`src/clock_gen_pkg.sv`:
```
// Purpose: constants and types for the CPU clock and baud generator
// Assumes: core_clk stands in for the PLL tap at MODEL_MHZ
// Notes:   all offsets, reset values and divider counts live here
//
// How it works
// RL1 - a PLL multiplies the crystal to the link rate; counters divide it.
// RL2 - after reset the CPU clock runs at 12 MHz until firmware picks one.
// RL3 - firmware may rewrite the speed field at any time; it applies live.
// RL4 - the clock pin copies the CPU clock at 48, 24 or 12 MHz, 50% duty.
// RL5 - two separate control bits tri-state and invert the clock pin.
// RL6 - a baud source pulses for 230 KBaud on both ports within 1%.
// RL7 - the baud interval tracks the CPU speed so the bit rate holds.
// RL8 - the two-wire controller is master only, clocking at 100 or 400 kHz.
// RL9 - a set baud doubling bit runs that port at 115 KBaud instead.
// RL10 - a speed change never shortens a high or low clock pulse.
package clock_gen_pkg;

  localparam int          ADDR_W = 4;
  localparam int          DATA_W = 8;

  // register offsets
  localparam logic [3:0]  ADDR_CPU_CTRL = 4'h0;
  localparam logic [3:0]  ADDR_SER_CTRL = 4'h1;
  localparam logic [7:0]  CPU_CTRL_RESET = 8'h00;
  localparam logic [7:0]  SER_CTRL_RESET = 8'h00;

  // speed field codes
  localparam logic [1:0]  SPEED_12 = 2'h0;
  localparam logic [1:0]  SPEED_24 = 2'h1;
  localparam logic [1:0]  SPEED_48 = 2'h2;

  // clock tree figures
  localparam int          XTAL_MHZ  = 24;
  localparam int          PLL_MHZ   = 480;
  localparam int          PLL_MULT  = PLL_MHZ / XTAL_MHZ;
  localparam int          MODEL_DIV = 5;
  localparam int          MODEL_MHZ = PLL_MHZ / MODEL_DIV;
  localparam logic [2:0]  HALF_48 = 3'(MODEL_MHZ / (2 * 48));
  localparam logic [2:0]  HALF_24 = 3'(MODEL_MHZ / (2 * 24));
  localparam logic [2:0]  HALF_12 = 3'(MODEL_MHZ / (2 * 12));

  // baud source, counted in CPU clock periods
  localparam int          BAUD_RATE = 230400;
  localparam logic [7:0]  BAUD_CNT_48 = 8'(48000000 / BAUD_RATE);
  localparam logic [7:0]  BAUD_CNT_24 = 8'(24000000 / BAUD_RATE);
  localparam logic [7:0]  BAUD_CNT_12 = 8'(12000000 / BAUD_RATE);

  // two-wire serial clock half periods, in CPU clock periods
  localparam int          SCL_STD_HZ  = 100000;
  localparam int          SCL_FAST_HZ = 400000;
  localparam logic [7:0]  SCL_STD_48  = 8'(48000000 / (2 * SCL_STD_HZ));
  localparam logic [7:0]  SCL_STD_24  = 8'(24000000 / (2 * SCL_STD_HZ));
  localparam logic [7:0]  SCL_STD_12  = 8'(12000000 / (2 * SCL_STD_HZ));
  localparam logic [7:0]  SCL_FAST_48 = 8'(48000000 / (2 * SCL_FAST_HZ));
  localparam logic [7:0]  SCL_FAST_24 = 8'(24000000 / (2 * SCL_FAST_HZ));
  localparam logic [7:0]  SCL_FAST_12 = 8'(12000000 / (2 * SCL_FAST_HZ));

  typedef struct packed {
    logic [3:0] unused;
    logic       tristate;
    logic       invert;
    logic [1:0] speed;
  } cpu_ctrl_type;

  typedef struct packed {
    logic [4:0] unused;
    logic       scl_fast;
    logic       double_one;
    logic       double_zero;
  } ser_ctrl_type;

endpackage : clock_gen_pkg

```
`src/cpu_clock_gen.sv`:
```
// Purpose: CPU clock divider, clock output pin, baud and serial clock ticks
// Assumes: register strobes are synchronous to core_clk
// Notes:   speed changes take effect only at the end of a high phase
//
// Our own choices: the register offsets and strobed register access.
`timescale 1ns/10ps
module cpu_clock_gen
  import clock_gen_pkg::*;
(
  // clock and reset
  input  wire logic              core_clk,
  input  wire logic              reset,
  // register port
  input  wire logic [ADDR_W-1:0] reg_addr,
  input  wire logic [DATA_W-1:0] reg_wdata,
  input  wire logic              reg_wr,
  input  wire logic              reg_rd,
  output logic      [DATA_W-1:0] reg_rdata,
  // clocks out
  output logic                   cpu_clock,
  output logic                   clk_pin_out,
  output logic                   clk_pin_oe,
  // serial timing
  output logic                   baud_tick_zero,
  output logic                   baud_tick_one,
  output logic                   scl_tick
);

  cpu_ctrl_type ctrl_q;
  cpu_ctrl_type ctrl_d;
  ser_ctrl_type ser_q;
  logic [1:0]   speed_q;
  logic [2:0]   cnt_q;
  logic [2:0]   ph_len_q;
  logic         cpu_q;
  logic [7:0]   baud_cnt_q;
  logic [7:0]   scl_cnt_q;
  logic         half_zero_q;
  logic         half_one_q;
  logic         tick_zero_q;
  logic         tick_one_q;
  logic         scl_q;
  logic         pin_q;
  logic         oe_q;
  logic [7:0]   rdata_q;

  ////////////////////////////////////////////////////////////////////////////
  // register decode

  wire          cpu_wr  = reg_wr && (reg_addr == ADDR_CPU_CTRL);
  wire          ser_wr  = reg_wr && (reg_addr == ADDR_SER_CTRL);
  wire [7:0]    cpu_rd  = {2'h0, speed_q, ctrl_q[3:0]};
  wire [7:0]    rd_mux  = (reg_addr == ADDR_CPU_CTRL) ? cpu_rd :
                          (reg_addr == ADDR_SER_CTRL) ? {5'h00, ser_q[2:0]} :
                          8'h00;
  assign ctrl_d = cpu_wr ? cpu_ctrl_type'({4'h0, reg_wdata[3:0]}) : ctrl_q;

  always_ff @(posedge core_clk or posedge reset)
  begin
    if (reset)
    begin
      ctrl_q  <= cpu_ctrl_type'(CPU_CTRL_RESET);  // RL2
      ser_q   <= ser_ctrl_type'(SER_CTRL_RESET);
      rdata_q <= 8'h00;
    end
    else
    begin
      ctrl_q  <= ctrl_d;  // RL3
      if (ser_wr)
        ser_q <= ser_ctrl_type'({5'h00, reg_wdata[2:0]});
      rdata_q <= reg_rd ? rd_mux : 8'h00;
    end
  end

  ////////////////////////////////////////////////////////////////////////////
  // CPU clock divider

  // reserved speed code 3 falls back to the slowest rate
  wire [1:0]    req_speed = (ctrl_q.speed == 2'h3) ? SPEED_12 : ctrl_q.speed;
  wire [2:0]    half_lim  = (speed_q == SPEED_48) ? HALF_48 :       // RL1
                            (speed_q == SPEED_24) ? HALF_24 : HALF_12;
  wire          toggle    = (cnt_q == half_lim - 3'h1);
  wire          cpu_rise  = toggle && !cpu_q;
  wire          cpu_d     = toggle ? !cpu_q : cpu_q;

  always_ff @(posedge core_clk or posedge reset)
  begin
    if (reset)
    begin
      speed_q  <= SPEED_12;  // RL2
      cnt_q    <= 3'h0;
      cpu_q    <= 1'b0;
      pin_q    <= 1'b0;
      oe_q     <= !CPU_CTRL_RESET[3];
      ph_len_q <= 3'h1;
    end
    else
    begin
      cnt_q    <= toggle ? 3'h0 : cnt_q + 3'h1;  // RL4
      cpu_q    <= cpu_d;
      pin_q    <= cpu_d ^ ctrl_d.invert;  // RL5
      // own flop, so the pin enable leaves no gate glitch
      oe_q     <= !ctrl_d.tristate;  // RL5
      ph_len_q <= toggle ? 3'h1 : ph_len_q + 3'h1;
      // only at a falling edge, so both phases stay whole
      if (toggle && cpu_q)
        speed_q <= req_speed;  // RL10
    end
  end

  assign cpu_clock   = cpu_q;
  assign clk_pin_out = pin_q;
  assign clk_pin_oe  = oe_q;
  assign reg_rdata   = rdata_q;

  ////////////////////////////////////////////////////////////////////////////
  // baud source and two-wire clock

  wire [7:0]    baud_lim = (speed_q == SPEED_48) ? BAUD_CNT_48 :  // RL7
                           (speed_q == SPEED_24) ? BAUD_CNT_24 : BAUD_CNT_12;
  wire [7:0]    scl_lim  = ser_q.scl_fast ?
                           ((speed_q == SPEED_48) ? SCL_FAST_48 :
                            (speed_q == SPEED_24) ? SCL_FAST_24 : SCL_FAST_12) :
                           ((speed_q == SPEED_48) ? SCL_STD_48 :
                            (speed_q == SPEED_24) ? SCL_STD_24 : SCL_STD_12);
  // >= keeps a count left over from a faster rate from running away
  wire          baud_ovf = cpu_rise && (baud_cnt_q >= baud_lim - 8'h01);
  wire          scl_ovf  = cpu_rise && (scl_cnt_q >= scl_lim - 8'h01);

  always_ff @(posedge core_clk or posedge reset)
  begin
    if (reset)
    begin
      baud_cnt_q  <= 8'h00;
      scl_cnt_q   <= 8'h00;
      half_zero_q <= 1'b0;
      half_one_q  <= 1'b0;
      tick_zero_q <= 1'b0;
      tick_one_q  <= 1'b0;
      scl_q       <= 1'b0;
    end
    else
    begin
      if (cpu_rise)
      begin
        baud_cnt_q <= baud_ovf ? 8'h00 : baud_cnt_q + 8'h01;  // RL6
        scl_cnt_q  <= scl_ovf ? 8'h00 : scl_cnt_q + 8'h01;  // RL8
      end
      half_zero_q <= half_zero_q ^ baud_ovf;
      half_one_q  <= half_one_q ^ baud_ovf;
      tick_zero_q <= baud_ovf && (!ser_q.double_zero || half_zero_q);  // RL9
      tick_one_q  <= baud_ovf && (!ser_q.double_one || half_one_q);  // RL9
      scl_q       <= scl_ovf;  // RL8
    end
  end

  assign baud_tick_zero = tick_zero_q;
  assign baud_tick_one  = tick_one_q;
  assign scl_tick       = scl_q;

  ////////////////////////////////////////////////////////////////////////////
  // checks

  AST_RESET_SLOW: assert property (  // RL2
    @(posedge core_clk) $fell(reset) |-> speed_q == SPEED_12)
    else $error("speed not slowest after reset");

  AST_PHASE_HIGH: assert property (  // RL4
    @(posedge core_clk) disable iff (reset)
    (toggle && cpu_q) |-> ph_len_q == half_lim)
    else $error("cpu clock high phase wrong length");

  AST_PHASE_LOW: assert property (  // RL10
    @(posedge core_clk) disable iff (reset)
    (toggle && !cpu_q) |-> ph_len_q == half_lim)
    else $error("cpu clock low phase shortened");

  AST_PIN_POLARITY: assert property (  // RL5
    @(posedge core_clk) disable iff (reset)
    clk_pin_out == (cpu_clock ^ ctrl_q.invert))
    else $error("clock pin not a copy of cpu clock");

  AST_PIN_TRISTATE: assert property (  // RL5
    @(posedge core_clk) disable iff (reset)
    cpu_wr |=> clk_pin_oe == !$past(reg_wdata[3]))
    else $error("clock pin enable not following control");

  AST_SPEED_APPLY: assert property (  // RL3
    @(posedge core_clk) disable iff (reset)
    (cpu_wr && reg_wdata[1:0] != 2'h3) ##1 (!cpu_wr)[*8] ##1 !cpu_wr
    |-> speed_q == ctrl_q.speed)
    else $error("new speed not applied in time");

  AST_BAUD_OVF: assert property (  // RL6
    @(posedge core_clk) disable iff (reset)
    baud_ovf |=> baud_cnt_q == 8'h00)
    else $error("baud overflow off its count");

  AST_SPEED_GATE: assert property (  // RL10
    @(posedge core_clk) disable iff (reset)
    (speed_q != $past(speed_q)) |-> $past(toggle && cpu_q))
    else $error("speed changed outside a falling edge");

  AST_BAUD_FULL: assert property (  // RL9
    @(posedge core_clk) disable iff (reset)
    (baud_ovf && !ser_q.double_zero) |=> baud_tick_zero)
    else $error("port zero missed a baud tick");

  AST_BAUD_HALF: assert property (  // RL9
    @(posedge core_clk) disable iff (reset)
    (baud_ovf && ser_q.double_one && !half_one_q) |=> !baud_tick_one)
    else $error("port one not halved");

  AST_SCL_TICK: assert property (  // RL8
    @(posedge core_clk) disable iff (reset)
    scl_tick |-> $past(cpu_rise) && $past(scl_cnt_q) >= $past(scl_lim) - 8'h01)
    else $error("serial clock tick off its count");

  COV_FAST_CPU: cover property (
    @(posedge core_clk) disable iff (reset) speed_q == SPEED_48 && toggle);
  COV_HALF_BAUD: cover property (
    @(posedge core_clk) disable iff (reset)
    baud_tick_one && ser_q.double_one);
  COV_SCL_FAST: cover property (
    @(posedge core_clk) disable iff (reset) scl_tick && ser_q.scl_fast);

endmodule : cpu_clock_gen

```
`config.mk`:
```
export PLATFORM = sky130hd
export DESIGN_NAME = cpu_clock_gen
export DESIGN_NICKNAME = d
export VERILOG_FILES = /design/src/clock_gen_pkg.sv /design/src/cpu_clock_gen.sv
export SDC_FILE = /design/constraint.sdc
export NUM_CORES = 1
export LEC_CHECK = 0
export BUFFER_PORTS_ARGS = -buffer_cell sky130_fd_sc_hd__clkbuf_2
export CAP_MARGIN = 25
export CORE_AREA = 2 2 70 72
export CTS_CLUSTER_SIZE = 30
export DETAILED_ROUTE_END_ITERATION = 6
export DIE_AREA = 0 0 72 74
export GPL_ROUTABILITY_DRIVEN = 0
export PLACE_DENSITY = 0.73
export SLEW_MARGIN = 25
export SYNTH_ARGS = -nofsm -noshare
export SYNTH_HDL_FRONTEND = slang
export SYNTH_SLANG_ARGS = --single-unit
```
`constraint.sdc`:
```
create_clock -name core_clk -period 2.6 [get_ports core_clk]
set_input_delay 0 -clock core_clk [delete_from_list [all_inputs] [get_ports core_clk]]
set_output_delay 0 -clock core_clk [all_outputs]
set_load 0.02 [all_outputs]
```
### Word level (Yosys, flattened, before mapping)

Index checks and enable logic that the tools add are counted.

| cells by class | value |
|---|---|
| add/subtract/negate cells | 6 |
| $lt $le $gt $ge | 2 |
| equality and inequality tests | 5 |
| muxes and demuxes | 18 |
| bitwise logic cells | 3 |
| reduce and logical (&&, ||, !) cells | 15 |

Operators with widths:

| operator | number |
|---|---|
| 2-to-1 mux 8 bit | 5 |
| 2-to-1 mux 6 bit | 3 |
| adder 8 x 1 -> 8 bit, second input constant | 2 |
| greater-or-equal comparator 8 bit | 2 |
| subtractor 8 x 1 -> 8 bit, second input constant | 2 |
| 2-to-1 mux 7 bit | 2 |
| 2-to-1 mux 3 bit | 4 |
| logical AND 1 bit | 8 |
| 2-to-1 mux 5 bit | 1 |
| equality test 2 bit, second input constant | 2 |
| equality test 4 x 1 -> 1 bit, second input constant | 1 |
| zero test 1 bit | 4 |
| zero test 4 bit | 1 |
| 2-to-1 mux 4 bit | 1 |
| adder 3 x 1 -> 3 bit, second input constant | 1 |
| equality test 3 bit | 1 |
| subtractor 3 x 1 -> 3 bit, second input constant | 1 |
| bitwise XOR 1 bit | 3 |
| equality test 2 x 1 -> 1 bit, second input constant | 1 |
| logical OR 1 bit | 2 |
| 2-to-1 mux 2 bit | 1 |
| 2-to-1 mux 1 bit | 1 |

| word-level totals | value |
|---|---|
| register bits | 42 |
| bits of input ports | 16 |
| output and inout port bits | 14 |

### Logic depth before layout (Yosys ltp)

| depth | value |
|---|---|
| word-level depth | 8 |
| depth in mapped cells | 11 |

### Least setup slack after synthesis

No wires, ideal clock.

| timing | value |
|---|---|
| kind | register to register |
| from | reg speed_q[0] |
| to | reg baud_cnt_q[6] |
| library setup time | 0.137 ns |
| arrival time | 2.318 ns |
| required time | 2.463 ns |
| setup slack | 0.145 ns |
| stages on the path, launching flop included | 12 |
| clock period less this slack | 2.455 ns |
| path through | dfrtp_1 inv_1 ha_1 clkbuf_1 xor2_1 nor3_1 ha_1 buf_2 nand4_1 nor2_1 xnor2_1 a21oi_1 |

| on the way | value |
|---|---|
| longest elaborated chain between the ends | 8 |
| elaborated cells on any way between the ends | 13 |
| classes of those cells | add/sub: 2; order compare: 1; eq/ne: 3; mux: 5; reduce/logical: 2 |

Ends and longest elaborated chain:

| what | line | source |
|---|---|---|
| start: declaration | cpu_clock_gen.sv:32 | `logic [1:0] speed_q;` |
| start signal: assignment | cpu_clock_gen.sv:107 | `speed_q <= req_speed;` |
| equality test 2 x 1 -> 1 bit | cpu_clock_gen.sv:81 | `(speed_q == SPEED_24) ? HALF_24 : HALF_12;` |
| 2-to-1 mux 3 bit | cpu_clock_gen.sv:81 |  |
| 2-to-1 mux 3 bit * | cpu_clock_gen.sv:80 | `wire [2:0] half_lim = (speed_q == SPEED_48) ? HALF_48 :` |
| subtractor 3 x 1 -> 3 bit * | cpu_clock_gen.sv:82 | `wire toggle = (cnt_q == half_lim - 3'h1);` |
| equality test 3 bit * | cpu_clock_gen.sv:82 |  |
| logical AND 1 bit * | cpu_clock_gen.sv:83 | `wire cpu_rise = toggle && !cpu_q;` |
| named net cpu_rise | cpu_clock_gen.sv:83 |  |
| logical AND 1 bit | cpu_clock_gen.sv:127 | `wire baud_ovf = cpu_rise && (baud_cnt_q >= baud_lim - 8'h01);` |
| 2-to-1 mux 8 bit | cpu_clock_gen.sv:146 | `baud_cnt_q <= baud_ovf ? 8'h00 : baud_cnt_q + 8'h01;` |
| end signal: assignment | cpu_clock_gen.sv:146 |  |
| end: declaration | cpu_clock_gen.sv:36 | `logic [7:0] baud_cnt_q;` |

Mark *: on every way through the listed nets, which the timed path passes. The rest lies on a longest branch.
A chain may end at the register's enable or synchronous reset.

### Final worst setup path

| timing | value |
|---|---|
| from | reg speed_q[0] |
| to | reg scl_cnt_q[7] |

| on the way | value |
|---|---|
| longest elaborated chain between the ends | 8 |
| elaborated cells on any way between the ends | 16 |
| classes of those cells | add/sub: 2; order compare: 1; eq/ne: 3; mux: 8; reduce/logical: 2 |

Ends and longest elaborated chain:

| what | line | source |
|---|---|---|
| equality test 2 x 1 -> 1 bit | cpu_clock_gen.sv:81 |  |
| 2-to-1 mux 3 bit | cpu_clock_gen.sv:81 |  |
| 2-to-1 mux 3 bit * | cpu_clock_gen.sv:80 |  |
| subtractor 3 x 1 -> 3 bit * | cpu_clock_gen.sv:82 |  |
| equality test 3 bit * | cpu_clock_gen.sv:82 |  |
| logical AND 1 bit * | cpu_clock_gen.sv:83 |  |
| named net cpu_rise | cpu_clock_gen.sv:83 |  |
| logical AND 1 bit | cpu_clock_gen.sv:128 | `wire scl_ovf = cpu_rise && (scl_cnt_q >= scl_lim - 8'h01);` |
| 2-to-1 mux 8 bit | cpu_clock_gen.sv:147 | `scl_cnt_q <= scl_ovf ? 8'h00 : scl_cnt_q + 8'h01;` |
| end signal: assignment | cpu_clock_gen.sv:147 |  |
| end: declaration | cpu_clock_gen.sv:37 | `logic [7:0] scl_cnt_q;` |

Marks and branches as above.

==> results_dict.tcl <==
set metrics [dict create \
    grt_max_degree 43 \
    ys_types 42 \
    fin_crit_ns 2.38 \
    diodes 0 \
    wirelength_um 3970 \
    cpPeakStageDelay_ns 0.37 \
    area_growth_pct 16.9 \
    synth_area_leader_cell "dfrtp_1" \
    synthCells 213 \
    avgSynthCellArea_sq_um 10.6 \
    final_common_cell "dfrtp_1" \
    cp-startpoint "speed_q[0]" \
    reg2reg_from "speed_q[0]" \
    cts_tree "yes" \
    die_area_sq_um 5330 \
    synth.ff_latch_count 42 \
    met3_length_um 146 \
    grt-ovfl-total 0 \
    ys_seq_area_frac 0.464 \
    clock_latency_ns 0.30 \
    ios 30 \
    rsz0062_at_grt "no" \
    fmax_mhz 421 \
    multi_input_area_sq_um 1130 \
    start_util 0.493 \
    grt_antenna_before_repair 0 \
    p_total_mw 2.77 \
    register_area_sq_um 1050 \
    drt-pass1-iter-count 4 \
    yosys_warnings 0 \
    place_area_sq_um 2440 \
    cap_viol_max_count 0 \
    reg2reg_depth 10 \
    fin_crit_sh 0.914 \
    die-width_um 72 \
    slew_viol_final 0 \
    cts.clk_slew.worst_paths_ns 0.08 \
    holdWs_ns 0.0326 \
    path_cells "inv_1 -> ha_2 -> xor2_1 -> nor3_1 -> ha_1 -> buf_12 -> nand3_1 -> nor3_1 -> xnor2_1 -> a21oi_1" \
    ir_worst_vdd_uv 598 \
    fin_nets 281 \
    fin_area_sq_um 2650 \
    drt_iter0_drc 92 \
    numCtsBuffers 5 \
    drc 0 \
    setup_violations 0 \
    coreArea_sq_um 4600 \
    dpl.hpwl_um 2820 \
    drt-met1-wl_um 1890 \
    vias 1573 \
    route.met2.wl_um 1880 \
    hp-class "in -> reg" \
    path_max_fanout 24 \
    synth_top_area_frac 0.453 \
    rows 25 \
    ctsHtreeMaxLevel 2 \
    crit_top_cell "nor3_1" \
    worstPathRequired_ns 2.78 \
    grt_use_total 0.172 \
    r2r_slack_ns 0.22 \
    critPathArrivalTime_ns 2.56 \
    p_leak_nw 1.24 \
    end_kind "flip-flop" \
    drive_above_1_share 0.200 \
    critPathKind "reg -> reg" \
    nFillCells 388 \
    fin_worst_skew_ns 0.00685 \
    crit_end "scl_cnt_q[7]" \
    worstReg2RegEnd "scl_cnt_q[7]" \
    layout_common_cells "dfrtp_1, clkbuf_2, ha_1" \
    die_h_um 74 \
    vias_per_cell 5.26 \
    synthTopCellsByArea "dfrtp_1, ha_1, xnor2_1" \
    grt_pass1_wl_um 7100 \
    critPathLaunchType "flip-flop" \
    syn-cell-area_sq_um 2270 \
    final.setup.tns_ns 0 \
    post_cts_buffers 0 \
    worst-slew-pin-transition_ns 0.490 \
    grt_pass1_vias 1579 \
    wire_per_inst_um 13.3 \
    status "complete, no violations" \
    cts.sinks 42 \
    power_density_nw_per_um2 1040 \
    topRoutingLayerUsed "met4" \
    portBuffers 23 \
    postRouteAntennaNets 0 \
    cts-root-buf "clkbuf_8" \
    worst_path_max_delay_cell "dfrtp_1" \
    clockBufferDepth 2 \
    relSlewSlack 0.670 \
    timing.final.hold_violations 0 \
]
## critical path, delay by kind of cell, from the launching register on
family	cells	cell delay [ns]
simple gates	3	0.60
compound gates	1	0.06
buf+inv	2	0.29
flops	1	0.37
xor+xnor	2	0.34
fa+ha+maj	2	0.61
## layer usage
layer,track usage,vias up
met5,0,-
met4,0.0503,0
met3,0.0461,5
met2,0.287,26
met1,0.224,747
li1,-,795
## cells by family after synthesis
group | count (synthesis) | share of synthesized area
and+or+nand+nor | 65 | 0.157
DFF | 42 | 0.464
AOI/OAI and AO/OA | 35 | 0.0966
buffers and inverters | 22 | 0.0441
adders and majority gates | 21 | 0.116
xor gates and xnor gates | 16 | 0.0618
muxes | 11 | 0.0591
other | 1 | 0.00165
## power breakdown
part           leakage [nW]  switching (mW)  internal, mW
Clock                0.0714           0.233         0.410
Combinational         0.632           0.638         0.525
Sequential            0.538           0.146         0.818
Total                  1.24            1.02          1.75
## layout make-up
cell class | instances | area share
multi-input cells | 150 | 0.428
flip-flops and latches | 42 | 0.397
repair buffers | 31 | 0.0755
clock buffers | 6 | 0.0312
well taps | 54 | 0.0255
clock inverters | 2 | 0.0227
inverters | 14 | 0.0198
## cells in the mapped netlist (all sizes together)
cell / count
dfrtp: 41
ha: 21
nand2: 17
a21oi: 16
inv: 14
nor2: 13
xnor2: 12
mux2: 7
nor3: 7
buf: 6
o21ai: 6
nand3: 5
mux2i: 4
nand4: 4
nor2b: 4
o2bb2ai: 4
xor2: 4
nand2b: 3
nand3b: 3
a2111oi: 2
a221o: 2
and2: 2
clkbuf: 2
nor4: 2
o31ai: 2
or4b: 2
a211oi: 1
a21o: 1
and3: 1
conb: 1
dfstp: 1
nor3b: 1
o22ai: 1
or2: 1
## what timing repair did
item,in CTS,in global routing
gates resized for setup,0,6
hold endpoints to repair,49,0
setup endpoints to repair,0,4
hold buffers,5,0
## metrics by stage
stage | std cells | setup WS (ns) | util
2_1_floorplan | 214 | 0.145 | -
3_3_place_gp | 286 | 0.198 | 0.531
3_5_place_dp | 286 | 0.164 | 0.531
4_1_cts | 299 | 0.115 | 0.573
5_1_grt | 299 | 0.00581 | 0.576
6_report | 299 | 0.224 | 0.576
## state kept, by name, indices dropped and copies added (netlist names)
| register | count |
|---|---|
| ser_q | 3 |
| baud_tick_one | 1 |
| baud_tick_zero | 1 |
| clk_pin_out | 1 |
| scl_cnt_q | 8 |
| reg_rdata | 6 |
| cpu_rd | 4 |
| half_zero_q | 1 |
| baud_cnt_q | 8 |
| scl_tick | 1 |
| half_one_q | 1 |
| speed_q | 2 |
| cpu_clock | 1 |
| clk_pin_oe | 1 |
| cnt_q | 3 |
## worst min path at each step
stage,start,endpoint,depth (start not counted)
after global placement,reset,reg_rdata[1],3
after floorplan,reg_wdata[3],clk_pin_oe,1
after CTS,reg_addr[2],clk_pin_oe,3
after global routing,reg_addr[2],clk_pin_oe,3
final,reg_addr[2],clk_pin_oe,3
after detailed placement,reset,baud_cnt_q[6],3
Power figures use the tool's default switching activity.
